===== config.mk =====
export PLATFORM = sky130hd
export DESIGN_NAME = scc_strap_config
export DESIGN_NICKNAME = d
export VERILOG_FILES = /design/src/scc_pkg.sv /design/src/scc_strap_config.sv /design/src/scc_sync2.sv
export VERILOG_INCLUDE_DIRS = /design/src
export SDC_FILE = /design/constraint.sdc
export NUM_CORES = 1
export LEC_CHECK = 0
export BUFFER_PORTS_ARGS = -buffer_cell sky130_fd_sc_hd__buf_2
export CAP_MARGIN = 0
export CORE_MARGIN = 2
export CORE_UTILIZATION = 48
export DETAILED_ROUTE_END_ITERATION = 8
export PLACE_DENSITY = 0.75
export RECOVER_POWER = 50
export SYNTH_ARGS = -nofsm -noshare
export SYNTH_HDL_FRONTEND = slang
export SYNTH_SLANG_ARGS = --single-unit

===== constraint.sdc =====
create_clock -name clk -period 1.79 [get_ports clk]
set_input_delay 0.2685 -clock clk [delete_from_list [all_inputs] [get_ports clk]]
set_output_delay 0.2685 -clock clk [all_outputs]
set_load 0.03 [all_outputs]

===== src/scc_map.svh =====
// offsets, field positions, reset values and timing counts of the strap block
//
// Contract
// - at reset release sample both memory data buses; bus a is low half
// - lines idle high by weak pull-up; board pulls down to invert a strap
// - only bits 15:12, 10 and 0 are software writable; rest stay sampled
// - bus architecture decoded from bits 2 and 17, frozen after start-up
// - bit 3 sets both video clock pins as inputs or outputs
// - bits 7:4 are general-purpose status only, read back unchanged
// - bit 11 from bus a line 8, bit 8 from bus a line 11
// - bit 9 picks the host port mechanism that wakes the display
// - memory mode decoded from bits 13, 14 and 16 together
// - bit 15 tells the host interface the host processor width
// - bits 18 and 19 preset panel type select bits 0 and 1
// - bit 20 set makes the local bus run from a double-rate clock
// - bits 27:22 preset local bus interface register one bits 5:0
// - bits 31:28 preset local bus interface register zero bits 7:4
// - bit 11 low forces detectors to voltage register bits 4:0
// - bit 15 low means 16-bit host port, high means 32-bit
`ifndef SCC_MAP_SVH
`define SCC_MAP_SVH

// ----------------------------------------------------------------------
// register offsets
// ----------------------------------------------------------------------
`define SCC_OFF_STRAP 8'h00
`define SCC_OFF_STATUS 8'h04
`define SCC_OFF_VOLT 8'h08
`define SCC_OFF_PANEL 8'h0c
`define SCC_OFF_LBI0 8'h10
`define SCC_OFF_LBI1 8'h14

// ----------------------------------------------------------------------
// strap field positions
// ----------------------------------------------------------------------
`define SCC_BIT_ROM 0
`define SCC_BIT_ARCH_LO 2
`define SCC_BIT_VCLK_DIR 3
`define SCC_BIT_GP_LO 4
`define SCC_BIT_GP_HI 7
`define SCC_BIT_GP8 8
`define SCC_BIT_WAKE 9
`define SCC_BIT_VOLT 11
`define SCC_BIT_MEM_LO 13
`define SCC_BIT_MEM_MID 14
`define SCC_BIT_HOST 15
`define SCC_BIT_MEM_HI 16
`define SCC_BIT_ARCH_HI 17
`define SCC_BIT_PANEL0 18
`define SCC_BIT_PANEL1 19
`define SCC_BIT_LB_2X 20
`define SCC_BIT_LBI1_LO 22
`define SCC_BIT_LBI1_HI 27
`define SCC_BIT_LBI0_LO 28
`define SCC_BIT_LBI0_HI 31
`define SCC_BUS_A_VOLT_LINE 8
`define SCC_BUS_A_GP8_LINE 11

// ----------------------------------------------------------------------
// reset values, masks and timing
// ----------------------------------------------------------------------
`define SCC_STRAP_RESET 32'hffffffff
`define SCC_STRAP_WR_MASK 32'h0000f401
`define SCC_VOLT_RESET 6'h00
`define SCC_PANEL_RESET 8'h00
`define SCC_LBI_RESET 8'h00
`define SCC_SETTLE_CYCLES 2'h3

`endif


===== src/scc_pkg.sv =====
// types shared by the strap configuration block
package scc_pkg;

   typedef enum logic [1:0] {
      SCC_SETTLE = 2'b00,
      SCC_RUN = 2'b01
   } scc_state_t;

   // decoded configuration handed to the rest of the chip
   typedef struct packed {
      logic bios_rom_mapped_out;
      logic [1:0] bus_arch;
      logic video_clk_is_output;
      logic wake_port_sel;
      logic volt_force;
      logic volt_auto_en;
      logic [4:0] volt_level;
      logic [2:0] mem_mode;
      logic host_32bit;
      logic local_bus_2x_clk;
      logic [7:0] panel_type;
      logic [7:0] lbi_reg0;
      logic [7:0] lbi_reg1;
   } scc_cfg_t;

   // register port request
   typedef struct packed {
      logic [7:0] addr;
      logic [31:0] wdata;
      logic wr;
      logic rd;
   } scc_req_t;

endpackage


===== src/scc_strap_config.sv =====
// strap capture, configuration registers and decoded configuration outputs
//
// The strobed register port and the address map were chosen for this implementation.
`timescale 1ns/1ps
`default_nettype none
`include "scc_map.svh"

module scc_strap_config (
   input wire logic clk,
   input wire logic rst,
   input wire logic [15:0] mem_data_bus_a_in,
   input wire logic [15:0] mem_data_bus_b_in,
   input wire scc_pkg::scc_req_t req,
   output logic [31:0] rdata,
   output logic capture_done,
   output logic video_clock_pin_one_oe,
   output logic video_clock_pin_two_oe,
   output scc_pkg::scc_cfg_t cfg
);

   // ----------------------------------------------------------------------
   // pin synchronisation
   // ----------------------------------------------------------------------
   logic [31:0] pins_raw;
   logic [31:0] pins_sync;
   logic [31:0] strap_sampled;

   assign pins_raw = {mem_data_bus_b_in, mem_data_bus_a_in};

   scc_sync2 #(
      .WIDTH(32),
      .RESET_VAL(`SCC_STRAP_RESET)
   ) u_sync (
      .clk(clk),
      .rst(rst),
      .din(pins_raw),
      .dout(pins_sync)
   );

   // bus a lines 8 and 11 land swapped in the strap word
   always_comb begin
      strap_sampled = pins_sync;
      strap_sampled[`SCC_BIT_VOLT] = pins_sync[`SCC_BUS_A_VOLT_LINE];
      strap_sampled[`SCC_BIT_GP8] = pins_sync[`SCC_BUS_A_GP8_LINE];
   end

   // ----------------------------------------------------------------------
   // capture sequencer
   // ----------------------------------------------------------------------
   scc_pkg::scc_state_t state;
   scc_pkg::scc_state_t next_state;
   logic [1:0] settle_cnt;
   logic [1:0] next_settle_cnt;
   logic capture;

   // the chain needs two edges after release before it shows the pins
   always_comb begin
      next_state = state;
      next_settle_cnt = settle_cnt;
      capture = 1'b0;
      case (state)
         scc_pkg::SCC_SETTLE: begin
            if (settle_cnt == `SCC_SETTLE_CYCLES - 2'h1) begin
               capture = 1'b1;
               next_state = scc_pkg::SCC_RUN;
            end else begin
               next_settle_cnt = settle_cnt + 2'h1;
            end
         end
         scc_pkg::SCC_RUN: begin
            next_state = scc_pkg::SCC_RUN;
         end
         default: begin
            next_state = scc_pkg::SCC_SETTLE;
            next_settle_cnt = 2'h0;
         end
      endcase
   end

   always_ff @(posedge clk) begin
      if (rst) begin
         state <= scc_pkg::SCC_SETTLE;
         settle_cnt <= 2'h0;
      end else begin
         state <= next_state;
         settle_cnt <= next_settle_cnt;
      end
   end

   assign capture_done = (state == scc_pkg::SCC_RUN);

   // ----------------------------------------------------------------------
   // register write decode
   // ----------------------------------------------------------------------
   logic wr_strap;
   logic wr_volt;
   logic wr_panel;
   logic wr_lbi0;
   logic wr_lbi1;

   always_comb begin
      wr_strap = 1'b0;
      wr_volt = 1'b0;
      wr_panel = 1'b0;
      wr_lbi0 = 1'b0;
      wr_lbi1 = 1'b0;
      if (req.wr) begin
         if (req.addr == `SCC_OFF_STRAP) begin
            wr_strap = 1'b1;
         end else if (req.addr == `SCC_OFF_VOLT) begin
            wr_volt = 1'b1;
         end else if (req.addr == `SCC_OFF_PANEL) begin
            wr_panel = 1'b1;
         end else if (req.addr == `SCC_OFF_LBI0) begin
            wr_lbi0 = 1'b1;
         end else if (req.addr == `SCC_OFF_LBI1) begin
            wr_lbi1 = 1'b1;
         end
      end
   end

   // ----------------------------------------------------------------------
   // configuration registers
   // ----------------------------------------------------------------------
   logic [31:0] strap_config;
   logic [31:0] next_strap_config;
   logic [5:0] voltage_control_register;
   logic [5:0] next_voltage_control_register;
   logic [7:0] panel_type_register;
   logic [7:0] next_panel_type_register;
   logic [7:0] local_bus_interface0;
   logic [7:0] next_local_bus_interface0;
   logic [7:0] local_bus_interface1;
   logic [7:0] next_local_bus_interface1;

   // capture wins over a software write landing in the same cycle
   always_comb begin
      next_strap_config = strap_config;
      next_voltage_control_register = voltage_control_register;
      next_panel_type_register = panel_type_register;
      next_local_bus_interface0 = local_bus_interface0;
      next_local_bus_interface1 = local_bus_interface1;
      if (wr_strap) begin
         next_strap_config = (strap_config & ~`SCC_STRAP_WR_MASK) |
                             (req.wdata & `SCC_STRAP_WR_MASK);
      end
      if (wr_volt) begin
         next_voltage_control_register = req.wdata[5:0];
      end
      if (wr_panel) begin
         next_panel_type_register = req.wdata[7:0];
      end
      if (wr_lbi0) begin
         next_local_bus_interface0 = req.wdata[7:0];
      end
      if (wr_lbi1) begin
         next_local_bus_interface1 = req.wdata[7:0];
      end
      if (capture) begin
         next_strap_config = strap_sampled;
         next_panel_type_register[0] =
            strap_sampled[`SCC_BIT_PANEL0];
         next_panel_type_register[1] =
            strap_sampled[`SCC_BIT_PANEL1];
         next_local_bus_interface1[5:0] =
            strap_sampled[`SCC_BIT_LBI1_HI:`SCC_BIT_LBI1_LO];
         next_local_bus_interface0[7:4] =
            strap_sampled[`SCC_BIT_LBI0_HI:`SCC_BIT_LBI0_LO];
      end
   end

   always_ff @(posedge clk) begin
      if (rst) begin
         strap_config <= `SCC_STRAP_RESET;
         voltage_control_register <= `SCC_VOLT_RESET;
         panel_type_register <= `SCC_PANEL_RESET;
         local_bus_interface0 <= `SCC_LBI_RESET;
         local_bus_interface1 <= `SCC_LBI_RESET;
      end else begin
         strap_config <= next_strap_config;
         voltage_control_register <= next_voltage_control_register;
         panel_type_register <= next_panel_type_register;
         local_bus_interface0 <= next_local_bus_interface0;
         local_bus_interface1 <= next_local_bus_interface1;
      end
   end

   // ----------------------------------------------------------------------
   // register read
   // ----------------------------------------------------------------------
   logic [31:0] next_rdata;

   // unmapped offsets and idle cycles read as zero
   always_comb begin
      next_rdata = 32'h00000000;
      if (req.rd) begin
         if (req.addr == `SCC_OFF_STRAP) begin
            next_rdata = strap_config;
         end else if (req.addr == `SCC_OFF_STATUS) begin
            next_rdata = {31'h00000000, capture_done};
         end else if (req.addr == `SCC_OFF_VOLT) begin
            next_rdata = {26'h0000000, voltage_control_register};
         end else if (req.addr == `SCC_OFF_PANEL) begin
            next_rdata = {24'h000000, panel_type_register};
         end else if (req.addr == `SCC_OFF_LBI0) begin
            next_rdata = {24'h000000, local_bus_interface0};
         end else if (req.addr == `SCC_OFF_LBI1) begin
            next_rdata = {24'h000000, local_bus_interface1};
         end
      end
   end

   always_ff @(posedge clk) begin
      if (rst) begin
         rdata <= 32'h00000000;
      end else begin
         rdata <= next_rdata;
      end
   end

   // ----------------------------------------------------------------------
   // decoded configuration
   // ----------------------------------------------------------------------
   scc_pkg::scc_cfg_t next_cfg;
   logic next_vclk_oe;
   logic vclk_oe;

   // registered so every consumer sees one consistent snapshot
   always_comb begin
      next_cfg.bios_rom_mapped_out = strap_config[`SCC_BIT_ROM];
      next_cfg.bus_arch = {strap_config[`SCC_BIT_ARCH_HI],
                           strap_config[`SCC_BIT_ARCH_LO]};
      next_cfg.video_clk_is_output =
         strap_config[`SCC_BIT_VCLK_DIR];
      next_cfg.wake_port_sel = strap_config[`SCC_BIT_WAKE];
      next_cfg.volt_force = ~strap_config[`SCC_BIT_VOLT];
      // forcing ignores the auto-detect bit entirely
      next_cfg.volt_auto_en = strap_config[`SCC_BIT_VOLT] &
                              voltage_control_register[5];
      next_cfg.volt_level = voltage_control_register[4:0];
      next_cfg.mem_mode = {strap_config[`SCC_BIT_MEM_HI],
                           strap_config[`SCC_BIT_MEM_MID],
                           strap_config[`SCC_BIT_MEM_LO]};
      next_cfg.host_32bit = strap_config[`SCC_BIT_HOST];
      next_cfg.local_bus_2x_clk = strap_config[`SCC_BIT_LB_2X];
      next_cfg.panel_type = panel_type_register;
      next_cfg.lbi_reg0 = local_bus_interface0;
      next_cfg.lbi_reg1 = local_bus_interface1;
      next_vclk_oe = strap_config[`SCC_BIT_VCLK_DIR];
   end

   always_ff @(posedge clk) begin
      if (rst) begin
         cfg <= '0;
         vclk_oe <= 1'b0;
      end else begin
         cfg <= next_cfg;
         vclk_oe <= next_vclk_oe;
      end
   end

   // both video clock pins share one direction
   assign video_clock_pin_one_oe = vclk_oe;
   assign video_clock_pin_two_oe = vclk_oe;

endmodule

`default_nettype wire


===== src/scc_sync2.sv =====
// two-stage synchroniser for static pin levels
`timescale 1ns/1ps
`default_nettype none

module scc_sync2 #(
   parameter int WIDTH = 32,
   parameter logic [WIDTH-1:0] RESET_VAL = '1
) (
   input wire logic clk,
   input wire logic rst,
   input wire logic [WIDTH-1:0] din,
   output logic [WIDTH-1:0] dout
);

   logic [WIDTH-1:0] meta;
   logic [WIDTH-1:0] next_meta;
   logic [WIDTH-1:0] next_dout;

   always_comb begin
      next_meta = din;
      next_dout = meta;
   end

   // reset to the pulled-up level so an idle line reads as no strap
   always_ff @(posedge clk) begin
      if (rst) begin
         meta <= RESET_VAL;
         dout <= RESET_VAL;
      end else begin
         meta <= next_meta;
         dout <= next_dout;
      end
   end

endmodule

`default_nettype wire

### Word level (Yosys, flattened, before mapping)

Cells that the tools add are included.

| word-level totals | value |
|---|---|
| bits in registers | 203 |
| input port bits | 76 |
| output and inout bits | 76 |
| logic and storage cells | 89 |

| cells by class | value |
|---|---|
| add/subtract/negate cells | 1 |
| equality and inequality tests | 9 |
| mux-type cells | 40 |
| bitwise logic cells | 5 |
| reduce and logical (&&, ||, !) cells | 8 |

Operators by type and width:

| kind | count |
|---|---|
| $mux 32 | 3 |
| $mux 8 | 6 |
| $or 32x16->32 | 1 |
| $mux 1 | 22 |
| $eq 8x4->1 const B | 2 |
| $eq 8x5->1 const B | 2 |
| $mux 6 | 2 |
| $eq 8x3->1 const B | 1 |
| $logic_not 8->1 | 1 |
| $mux 2 | 4 |
| $pmux 2 s2 | 2 |
| $reduce_bool 2->1 | 4 |
| $mux 4 | 1 |
| $ne 2x2->1 const B | 2 |
| $not 1->1 | 3 |
| $add 2x1->2 const B | 1 |
| $eq 2x1->1 const B | 1 |
| $eq 2x2->1 const B | 1 |
| $logic_not 2->1 | 1 |
| $reduce_and 2->1 | 1 |
| $reduce_or 2->1 | 1 |
| $and 1x1->1 | 1 |

### Longest topological paths before layout

Gate-level depths: netlist of the first run.

| depth | value |
|---|---|
| word-level depth | 9 |
| mapped depth | 7 |
| mapped depth without buffers | 6 |

### Cells and area by module

From an unflattened synthesis of the first run, not the netlist that was laid out.

| second synthesis, totals | value |
|---|---|
| cells, all modules | 617 |
| area, all modules | 6691.4 um^2 |

Modules (own cells, without submodules):

| module | times used | cells an instance | area each (um^2) |
|---|---|---|---|
| scc_strap_config | 1 | 482 | 4931.0 |
| scc_sync2 | 1 | 135 | 1760.4 |

### Least setup slack after synthesis of the first run

No wires, ideal clock.

| timing | value |
|---|---|
| kind | in2reg |
| start point | input req[35] (netlist bit) |
| end point | register local_bus_interface1[3] |
| library setup time | 0.137 ns |
| arrival | 1.714 ns |
| required time | 1.653 ns |
| path slack | -0.062 ns |
| stages | 4 |
| buffers on the path | 0 |
| path through | or4_4 -> nor4_4 -> mux2i_1 -> a211oi_1 |

| between the ends | value |
|---|---|
| cells in the longest elaborated chain, start to end | 8 |

Ends and longest elaborated chain:

| item | line | source |
|---|---|---|
| start: declaration | scc_strap_config.sv:13 | `input wire scc_pkg::scc_req_t req,` |
| $eq 8x5->1 (no line) | n/a |  |
| $mux 1 | scc_strap_config.sv:116 | `` end else if (req.addr == `SCC_OFF_LBI1) begin `` |
| $mux 1 | scc_strap_config.sv:114 | `` end else if (req.addr == `SCC_OFF_LBI0) begin `` |
| $mux 1 | scc_strap_config.sv:112 | `` end else if (req.addr == `SCC_OFF_PANEL) begin `` |
| $mux 1 | scc_strap_config.sv:110 | `` end else if (req.addr == `SCC_OFF_VOLT) begin `` |
| $mux 1 * | scc_strap_config.sv:108 | `` if (req.addr == `SCC_OFF_STRAP) begin `` |
| $mux 1 * | scc_strap_config.sv:107 | `if (req.wr) begin` |
| $reduce_bool 2->1 (no line) * | n/a |  |
| end signal: assignment | scc_strap_config.sv:178 | `` local_bus_interface1 <= `SCC_LBI_RESET; `` |
| end signal: assignment | scc_strap_config.sv:184 | `local_bus_interface1 <= next_local_bus_interface1;` |
| end: declaration | scc_strap_config.sv:133 | `logic [7:0] local_bus_interface1;` |

Mark *: on every way between the ends. The rest lies on a longest branch, timed or not.
A chain may end at the register's enable or synchronous reset.

### Worst setup path after layout of the first run

| timing | value |
|---|---|
| start point | register settle_cnt[0] |
| end point | register strap_config[13] |

| between the ends | value |
|---|---|
| cells in the longest elaborated chain, start to end | 4 |

Ends and longest elaborated chain:

| item | line | source |
|---|---|---|
| start: declaration | scc_strap_config.sv:52 | `logic [1:0] settle_cnt;` |
| start signal: assignment | scc_strap_config.sv:86 | `settle_cnt <= next_settle_cnt;` |
| $eq 2x2->1 * | scc_strap_config.sv:63 | `` if (settle_cnt == `SCC_SETTLE_CYCLES - 2'h1) begin `` |
| $mux 1 * | scc_strap_config.sv:63 |  |
| $mux 1 * | scc_strap_config.sv:61 | `case (state)` |
| $mux 32 or $reduce_bool 2->1 (tied branches) | n/a |  |
| end signal: assignment | scc_strap_config.sv:174 | `` strap_config <= `SCC_STRAP_RESET; `` |
| end signal: assignment | scc_strap_config.sv:180 | `strap_config <= next_strap_config;` |
| end: declaration | scc_strap_config.sv:125 | `logic [31:0] strap_config;` |

Marked as above.

==> flow_summary.ini, run 1 <==
[yosys]
synthMuxAreaShare = 0.0769
synth_warnings = 0
main_combinational_cell_family_by_area_after_synthesis = simple AND/OR/NAND/NOR gates
post_synth_instance_area_sq_um = 6580
synthSimpleGateAreaFrac = 0.217
synth-compound-area-share = 0.0651
async_flop_share = 0
synth-seq-cells = 202
synthFlopType = sky130_fd_sc_hd__dfxtp_1
cell_type_with_the_highest_aggregate_area_in_the_netlist = sky130_fd_sc_hd__dfxtp_1
netlist_top_cells_count = sky130_fd_sc_hd__dfxtp_1, sky130_fd_sc_hd__or2_2, sky130_fd_sc_hd__nor2_1
yosysSeqAreaShare = 0.615
synth_enable_flop_cells = 0
synthesis.area_per_instance_sq_um = 10.8
ys_types = 31
leading_cell_type_by_number_of_instances_after_synthesis = sky130_fd_sc_hd__dfxtp_1
post_synth_main_area_contributors = sky130_fd_sc_hd__dfxtp_1, sky130_fd_sc_hd__or2_2, sky130_fd_sc_hd__mux2i_1, sky130_fd_sc_hd__nor2b_1, sky130_fd_sc_hd__nor2_1
synth_fa_ha_area_frac = 0.00190
syn_nets = 685
yosys.area_share.xor_xnor = 0.00133
syn-instance-count = 608
netlist.area_leader.share = 0.615

[setup_path]
worstPathArrival_ns = 1.93
worst_setup_path_start_kind = flop
cp_max_fo = 7
worst-endpoint-required_ns = 2.14
timing.critical_path.slowest_stage_cell = sky130_fd_sc_hd__mux2_2
worst-setup-path-type = flop to flop
worstPathCellList = inv_1 -> ha_1 -> nor2b_4 -> mux2_2 -> a21oi_1 -> o21ai_0
timing.critical_path.to_type = flop
worst_path_largest_cell_delay_ns = 0.35

[sta]
setup_repair_after_global_routing_missed_its_margin = no
setup-violations-final = 0
post-route-worst-setup-slack_ns = 0.210
finalCritPeriodShare = 0.883
post-route-min-period_ns = 1.58
timing.setup.tns_ns = 0
slew_violations = 0
max_freq_mhz = 633
worst_clk_skew_ns = 0.00641
worstMarginPinSlew_ns = 0.830
worst_max_slew_margin_expressed_relative_to_the_limit = 0.446
finalHoldViolCount = 0

[finish]
area.growth.synth_to_final_pct = 29.7
drive_above_1_share = 0.323
finalNetCount = 862

[cts]
post_cts_clock_slew_at_the_launch_and_capture_registers_of_the_worst_setup_and_hold_paths_ns = 0.06
clk-insertion-delay-late_ns = 0.48
clock_tree.root_cell = sky130_fd_sc_hd__clkbuf_16
ctsLongestPathBuffers = 3
h_tree_depth_reported_by_cts = 1
cts_sinks = 202
cts_tree = done
numCtsBuffers = 20

[die]
initial_utilization = 0.495
core_region_area_sq_um = 13300
top_level_ports = 152
chipHeight_microns = 121
floorplan.die.width_microns = 121
num_rows = 42
die_area_sq_um = 14700

[global_route]
grt_start_max_net_pins = 89
vias_in_the_first_global_route = 4673
grt.total_usage = 0.191
antenna_violations_before_repair = 3
globalRouteOverflowTotal = 0
grt_pass1_wl_mm = 22.4

[routing]
remaining_number_of_nets_flagged_by_the_antenna_check_after_routing = 0
drtPass1Iterations = 4
drt_first_iter_violations = 235
drt-vias-per-instance = 4.84
post-route-drc-count = 0
drt-total-wl_mm = 14.2
via_count = 4726
routed_length_per_placed_instance_microns = 14.5

[placed_design]
place.gp.congestion = 0.863
preCtsSetupSlack_ns = -0.163
buffer_ports.inserted = 132
dp_hpwl_mm = 9.61

[hold_path]
timing.hold.worst.class = input port to flop

[power]
power_per_cell_area_nw_per_um2 = 1250
leakagePower_nw = 3.77
power.ir.vdd_worst_mv = 0.895

[outcome]
run_status = finished clean

[flow_run]
drv_cap = 0
==> cell families after synthesis <==
| kind of cell | after synthesis |
|---|---|
| AND/OR/NAND/NOR | 253 |
| adder cells (fa/ha/maj) | 1 |
| flip-flops | 202 |
| XOR/XNOR | 1 |
| buffers and inverters | 39 |
| AO/OA/AOI/OAI | 64 |
| multiplexers | 48 |
==> sequential cells by signal, summed over array words and instances (netlist names) <==
signal,flops
local_bus_interface0,8
panel_type_register,8
state,1
voltage_control_register,6
u_sync.dout,32
local_bus_interface1,8
video_clock_pin_one_oe,1
cfg,40
u_sync.meta,32
strap_config,32
settle_cnt,2
rdata,32
==> metrics by stage <==
| step | util | instances | total power, mW | hold WS, ns | cell area (sq um) |
|---|---|---|---|---|---|
| after CTS | 0.645 | 975 | 10.7 | 0.0549 | 8580 |
| after floorplan | - | 608 | 6.04 | 0.372 | 6590 |
| after global routing | 0.642 | 976 | 11.1 | 0.0876 | 8530 |
| after global placement | 0.570 | 907 | 6.43 | 0.391 | 7580 |
| final | 0.642 | 976 | 10.7 | 0.0667 | 8530 |
| after detailed placement | 0.570 | 907 | 6.49 | 0.393 | 7580 |
==> critical path: cells and delay by family, from the launching register on <==
family                     cells  cell delay (ns)
muxes                          1             0.35
AOI/OAI and AO/OA              2             0.24
and+or+nand+nor                1             0.27
DFF                            1             0.32
adders and majority gates      1             0.21
buffers and inverters          1             0.06
==> layout by cell type (no fill, tap or decap), types with 4 or more instances in the layout <==
| cell | count |
|---|---|
| sky130_fd_sc_hd__dfxtp_1 | 202 |
| sky130_fd_sc_hd__buf_2 | 114 |
| sky130_fd_sc_hd__or2_2 | 65 |
| sky130_fd_sc_hd__nor2_1 | 53 |
| sky130_fd_sc_hd__nor2b_1 | 42 |
| sky130_fd_sc_hd__mux2i_1 | 37 |
| sky130_fd_sc_hd__nand2_1 | 35 |
| sky130_fd_sc_hd__dlygate4sd3_1 | 32 |
| sky130_fd_sc_hd__buf_4 | 22 |
| sky130_fd_sc_hd__and2_1 | 21 |
| sky130_fd_sc_hd__clkbuf_16 | 21 |
| sky130_fd_sc_hd__clkbuf_1 | 20 |
| sky130_fd_sc_hd__o21ai_0 | 17 |
| sky130_fd_sc_hd__nand3b_1 | 14 |
| sky130_fd_sc_hd__a211oi_1 | 13 |
| sky130_fd_sc_hd__o21bai_1 | 12 |
| sky130_fd_sc_hd__mux2_2 | 10 |
| sky130_fd_sc_hd__a21oi_1 | 10 |
| sky130_fd_sc_hd__o2bb2ai_1 | 7 |
| sky130_fd_sc_hd__clkinv_2 | 6 |
| sky130_fd_sc_hd__nand4_1 | 5 |
| sky130_fd_sc_hd__nand2b_1 | 4 |
| sky130_fd_sc_hd__and2_0 | 4 |
==> metal layers <==
layer | track usage | vias to the layer above | part of all wire
li1 | - | 2351 | -
met1 | 0.238 | 2199 | 0.42
met2 | 0.319 | 135 | 0.48
met3 | 0.0465 | 39 | 0.068
met4 | 0.0712 | 2 | 0.030
met5 | 0 | - | 0.00092
==> power breakdown <==
group / switching (mW) / internal [mW]
clock: 1.65 / 2.55
combinational: 0.805 / 0.584
sequential: 0.195 / 4.87
total: 2.65 / 8.01
==> repair_timing <==
item                       CTS  global route
gates resized for setup      0             1
hold buffers                32             0
setup endpoints to repair    0             1
hold endpoints to repair    32             0
setup buffers                0             0
==> area by class of cell <==
| class | instances | area [sq um] |
|---|---|---|
| clock inverters | 10 | 105 |
| fillers | 1048 | 4770 |
| flip-flops and latches | 202 | 4040 |
| multi-input cells | 367 | 2390 |
| inverters | 3 | 11.3 |
| well taps | 176 | 220 |
| clock buffers | 26 | 574 |
| repair buffers | 191 | 1180 |
| diodes | 1 | 2.50 |
==> final timing paths <==
kind	start	to	slack, ns	cells after the start
worst max-delay path	settle_cnt[0]	strap_config[13]	0.21	6
worst min-delay path	req[14]	strap_config[12]	0.07	3
worst max register to register	settle_cnt[0]	strap_config[13]	0.21	6
worst min register to register	u_sync.meta[17]	u_sync.dout[17]	0.41	1
No activity file was read; power rests on OpenSTA's default activity.
==> inputs of run 2 (changes only) <==
--- a/config.mk
+++ b/config.mk
@@ -8,11 +8,14 @@
 export LEC_CHECK = 0
 export BUFFER_PORTS_ARGS = -buffer_cell sky130_fd_sc_hd__buf_2
 export CAP_MARGIN = 0
+export CELL_PAD_IN_SITES_DETAIL_PLACEMENT = 1
+export CELL_PAD_IN_SITES_GLOBAL_PLACEMENT = 1
 export CORE_MARGIN = 2
-export CORE_UTILIZATION = 48
+export CORE_UTILIZATION = 37
 export DETAILED_ROUTE_END_ITERATION = 8
-export PLACE_DENSITY = 0.75
+export PLACE_DENSITY_LB_ADDON = 0.1
 export RECOVER_POWER = 50
 export SYNTH_ARGS = -nofsm -noshare
 export SYNTH_HDL_FRONTEND = slang
 export SYNTH_SLANG_ARGS = --single-unit
+export TNS_END_PERCENT = 100
==> flow_summary.ini, run 2 (synthesis results as in run 1) <==
[outcome]
run_status = finished clean

[routing]
remaining_number_of_nets_flagged_by_the_antenna_check_after_routing = 0
drt-vias-per-instance = 4.53
routed_length_per_placed_instance_microns = 15.4
drt_first_iter_violations = 125
post-route-drc-count = 0
drt-total-wl_mm = 15.8
via_count = 4659
drtPass1Iterations = 4

[sta]
setup_repair_after_global_routing_missed_its_margin = no
slew_violations = 0
finalCritPeriodShare = 0.892
worst_clk_skew_ns = 0.00743
post-route-worst-setup-slack_ns = 0.193
worst_max_slew_margin_expressed_relative_to_the_limit = 0.161
max_freq_mhz = 626
post-route-min-period_ns = 1.60
setup-violations-final = 0
finalHoldViolCount = 0
worstMarginPinSlew_ns = 1.26
worst_hold_slack_ns = 0.0586
timing.setup.tns_ns = 0

[die]
core_region_area_sq_um = 17400
chipHeight_microns = 137
floorplan.die.width_microns = 137
die_area_sq_um = 18900
initial_utilization = 0.379
top_level_ports = 152
num_rows = 48

[finish]
area.growth.synth_to_final_pct = 32.2
regMostFlops = cfg
finalNetCount = 866
diodes = 0
largest_register_ff_count = 40
leading_cell_type_in_the_layout_fill_and_taps_excluded = sky130_fd_sc_hd__dfxtp_1
drive_above_1_share = 0.313
commonest_cells_after_routing_fill_and_taps_aside = sky130_fd_sc_hd__dfxtp_1, sky130_fd_sc_hd__buf_2, sky130_fd_sc_hd__or2_2
finish.cell_count_without_fillers = 1028
fillerInstances = 1958

[placed_design]
dp_hpwl_mm = 11.2
buffer_ports.inserted = 132
preCtsSetupSlack_ns = -0.159
dp.cells = 958
place.gp.congestion = 0.812

[hold_path]
worst_hold_path.endpoint = strap_config[13]
timing.hold.worst.class = input port to flop
hold_path_depth = 3
hold_start = req[15]

[cts]
post-cts-setup-buffers = 0
cts_tree = done
h_tree_depth_reported_by_cts = 1
ctsLongestPathBuffers = 3
numCtsBuffers = 22
clk-insertion-delay-late_ns = 0.49
cts_sinks = 202
clock_tree.root_cell = sky130_fd_sc_hd__clkbuf_16
post_cts_clock_slew_at_the_launch_and_capture_registers_of_the_worst_setup_and_hold_paths_ns = 0.06

[setup_path]
worstRegToRegCells = 6
timing.critical_path.to_type = flop
worstPathCellList = inv_1 -> ha_1 -> nor2b_4 -> mux2_2 -> a21oi_1 -> o21ai_0
path_delay_family = multiplexers
setup.worst_path.start = settle_cnt[0]
worst_path_largest_cell_delay_ns = 0.36
cp_max_fo = 7
worstReg2RegEnd = strap_config[12]
critical_path.reg2reg.startpoint = settle_cnt[0]
worst-setup-path-type = flop to flop
worst_setup_path_start_kind = flop
timing.critical_path.slowest_stage_cell = sky130_fd_sc_hd__mux2_2
cp_num_buf_inv = 1
worstPathArrival_ns = 1.97
worst-endpoint-required_ns = 2.16
timing.reg2reg.setup_slack_ns = 0.19

[power]
power.share.clock = 0.423
power.ir.vdd_worst_mv = 0.750
leakagePower_nw = 3.79
switching_share = 0.242
power_per_cell_area_nw_per_um2 = 1290
share_comb_of_total_power = 0.126
total_switching_power_mw = 2.71
seq_power_share = 0.452
internal-power_mw = 8.51

[global_route]
globalRouteOverflowTotal = 0
grt.total_usage = 0.168
grt_start_max_net_pins = 96
grt_pass1_wl_mm = 24.5
antenna_violations_before_repair = 0
vias_in_the_first_global_route = 4841

[flow_run]
drv_cap = 0
[run 2: area by class of cell]
class                           instances  area (sq um)  share of cell area
Clock buffer                           33           683              0.0786
Tap cell                              225           282              0.0324
Inverter                                3          11.3             0.00129
Multi-Input combinational cell        367          2410               0.277
Clock inverter                          5           100              0.0115
Timing Repair Buffer                  193          1170               0.135
Sequential cell                       202          4040               0.465
[run 2: worst max path at each step]
stage	end	slack [ns]	cells after the start
after floorplan	local_bus_interface1[3]	-0.06	4
after global placement	local_bus_interface0[7]	-0.09	6
after detailed placement	local_bus_interface0[6]	-0.16	6
after CTS	strap_config[12]	0.08	6
after global routing	strap_config[15]	0.05	6
final	strap_config[12]	0.19	6
[run 2: timing repair]
action / 4_1_cts / 5_1_grt
hold endpoints to repair: 32 / 0
hold buffers: 32 / 0
endpoints found under the setup margin: 0 / 2
gates resized for setup: 0 / 1
[run 2: power groups by stage]
| stage | clock network, mW | logic (mW) | registers, mW |
|---|---|---|---|
| after CTS | 4.88 | 1.45 | 5.07 |
| after detailed placement | 0 | 1.39 | 5.17 |
| final | 4.74 | 1.41 | 5.07 |
| after global routing | 5.05 | 1.57 | 5.11 |
| after floorplan | 0 | 0.768 | 5.27 |
| after global placement | 0 | 1.35 | 5.15 |
[run 2: tightest hold or removal path, cell delays in order]
cell and delay [ns]:
sky130_fd_sc_hd__buf_2 0.11, sky130_fd_sc_hd__o21ai_0 0.06, sky130_fd_sc_hd__o21ai_0 0.07
[run 2: per-layer routing]
layer,global-route usage,share of wire,wire length [microns]
met1,0.206,0.45,7080
met2,0.298,0.48,7670
met3,0.0324,0.050,792
met4,0.0475,0.018,292
met5,0,0,0
[run 2: stage by stage]
stage / total power, mW / cell area (sq um) / utilization
6_report: 11.2 / 8700 / 0.501
3_3_place_gp: 6.50 / 7640 / 0.440
4_1_cts: 11.4 / 8750 / 0.504
3_5_place_dp: 6.56 / 7640 / 0.440
5_1_grt: 11.7 / 8700 / 0.501
2_1_floorplan: 6.04 / 6590 / -
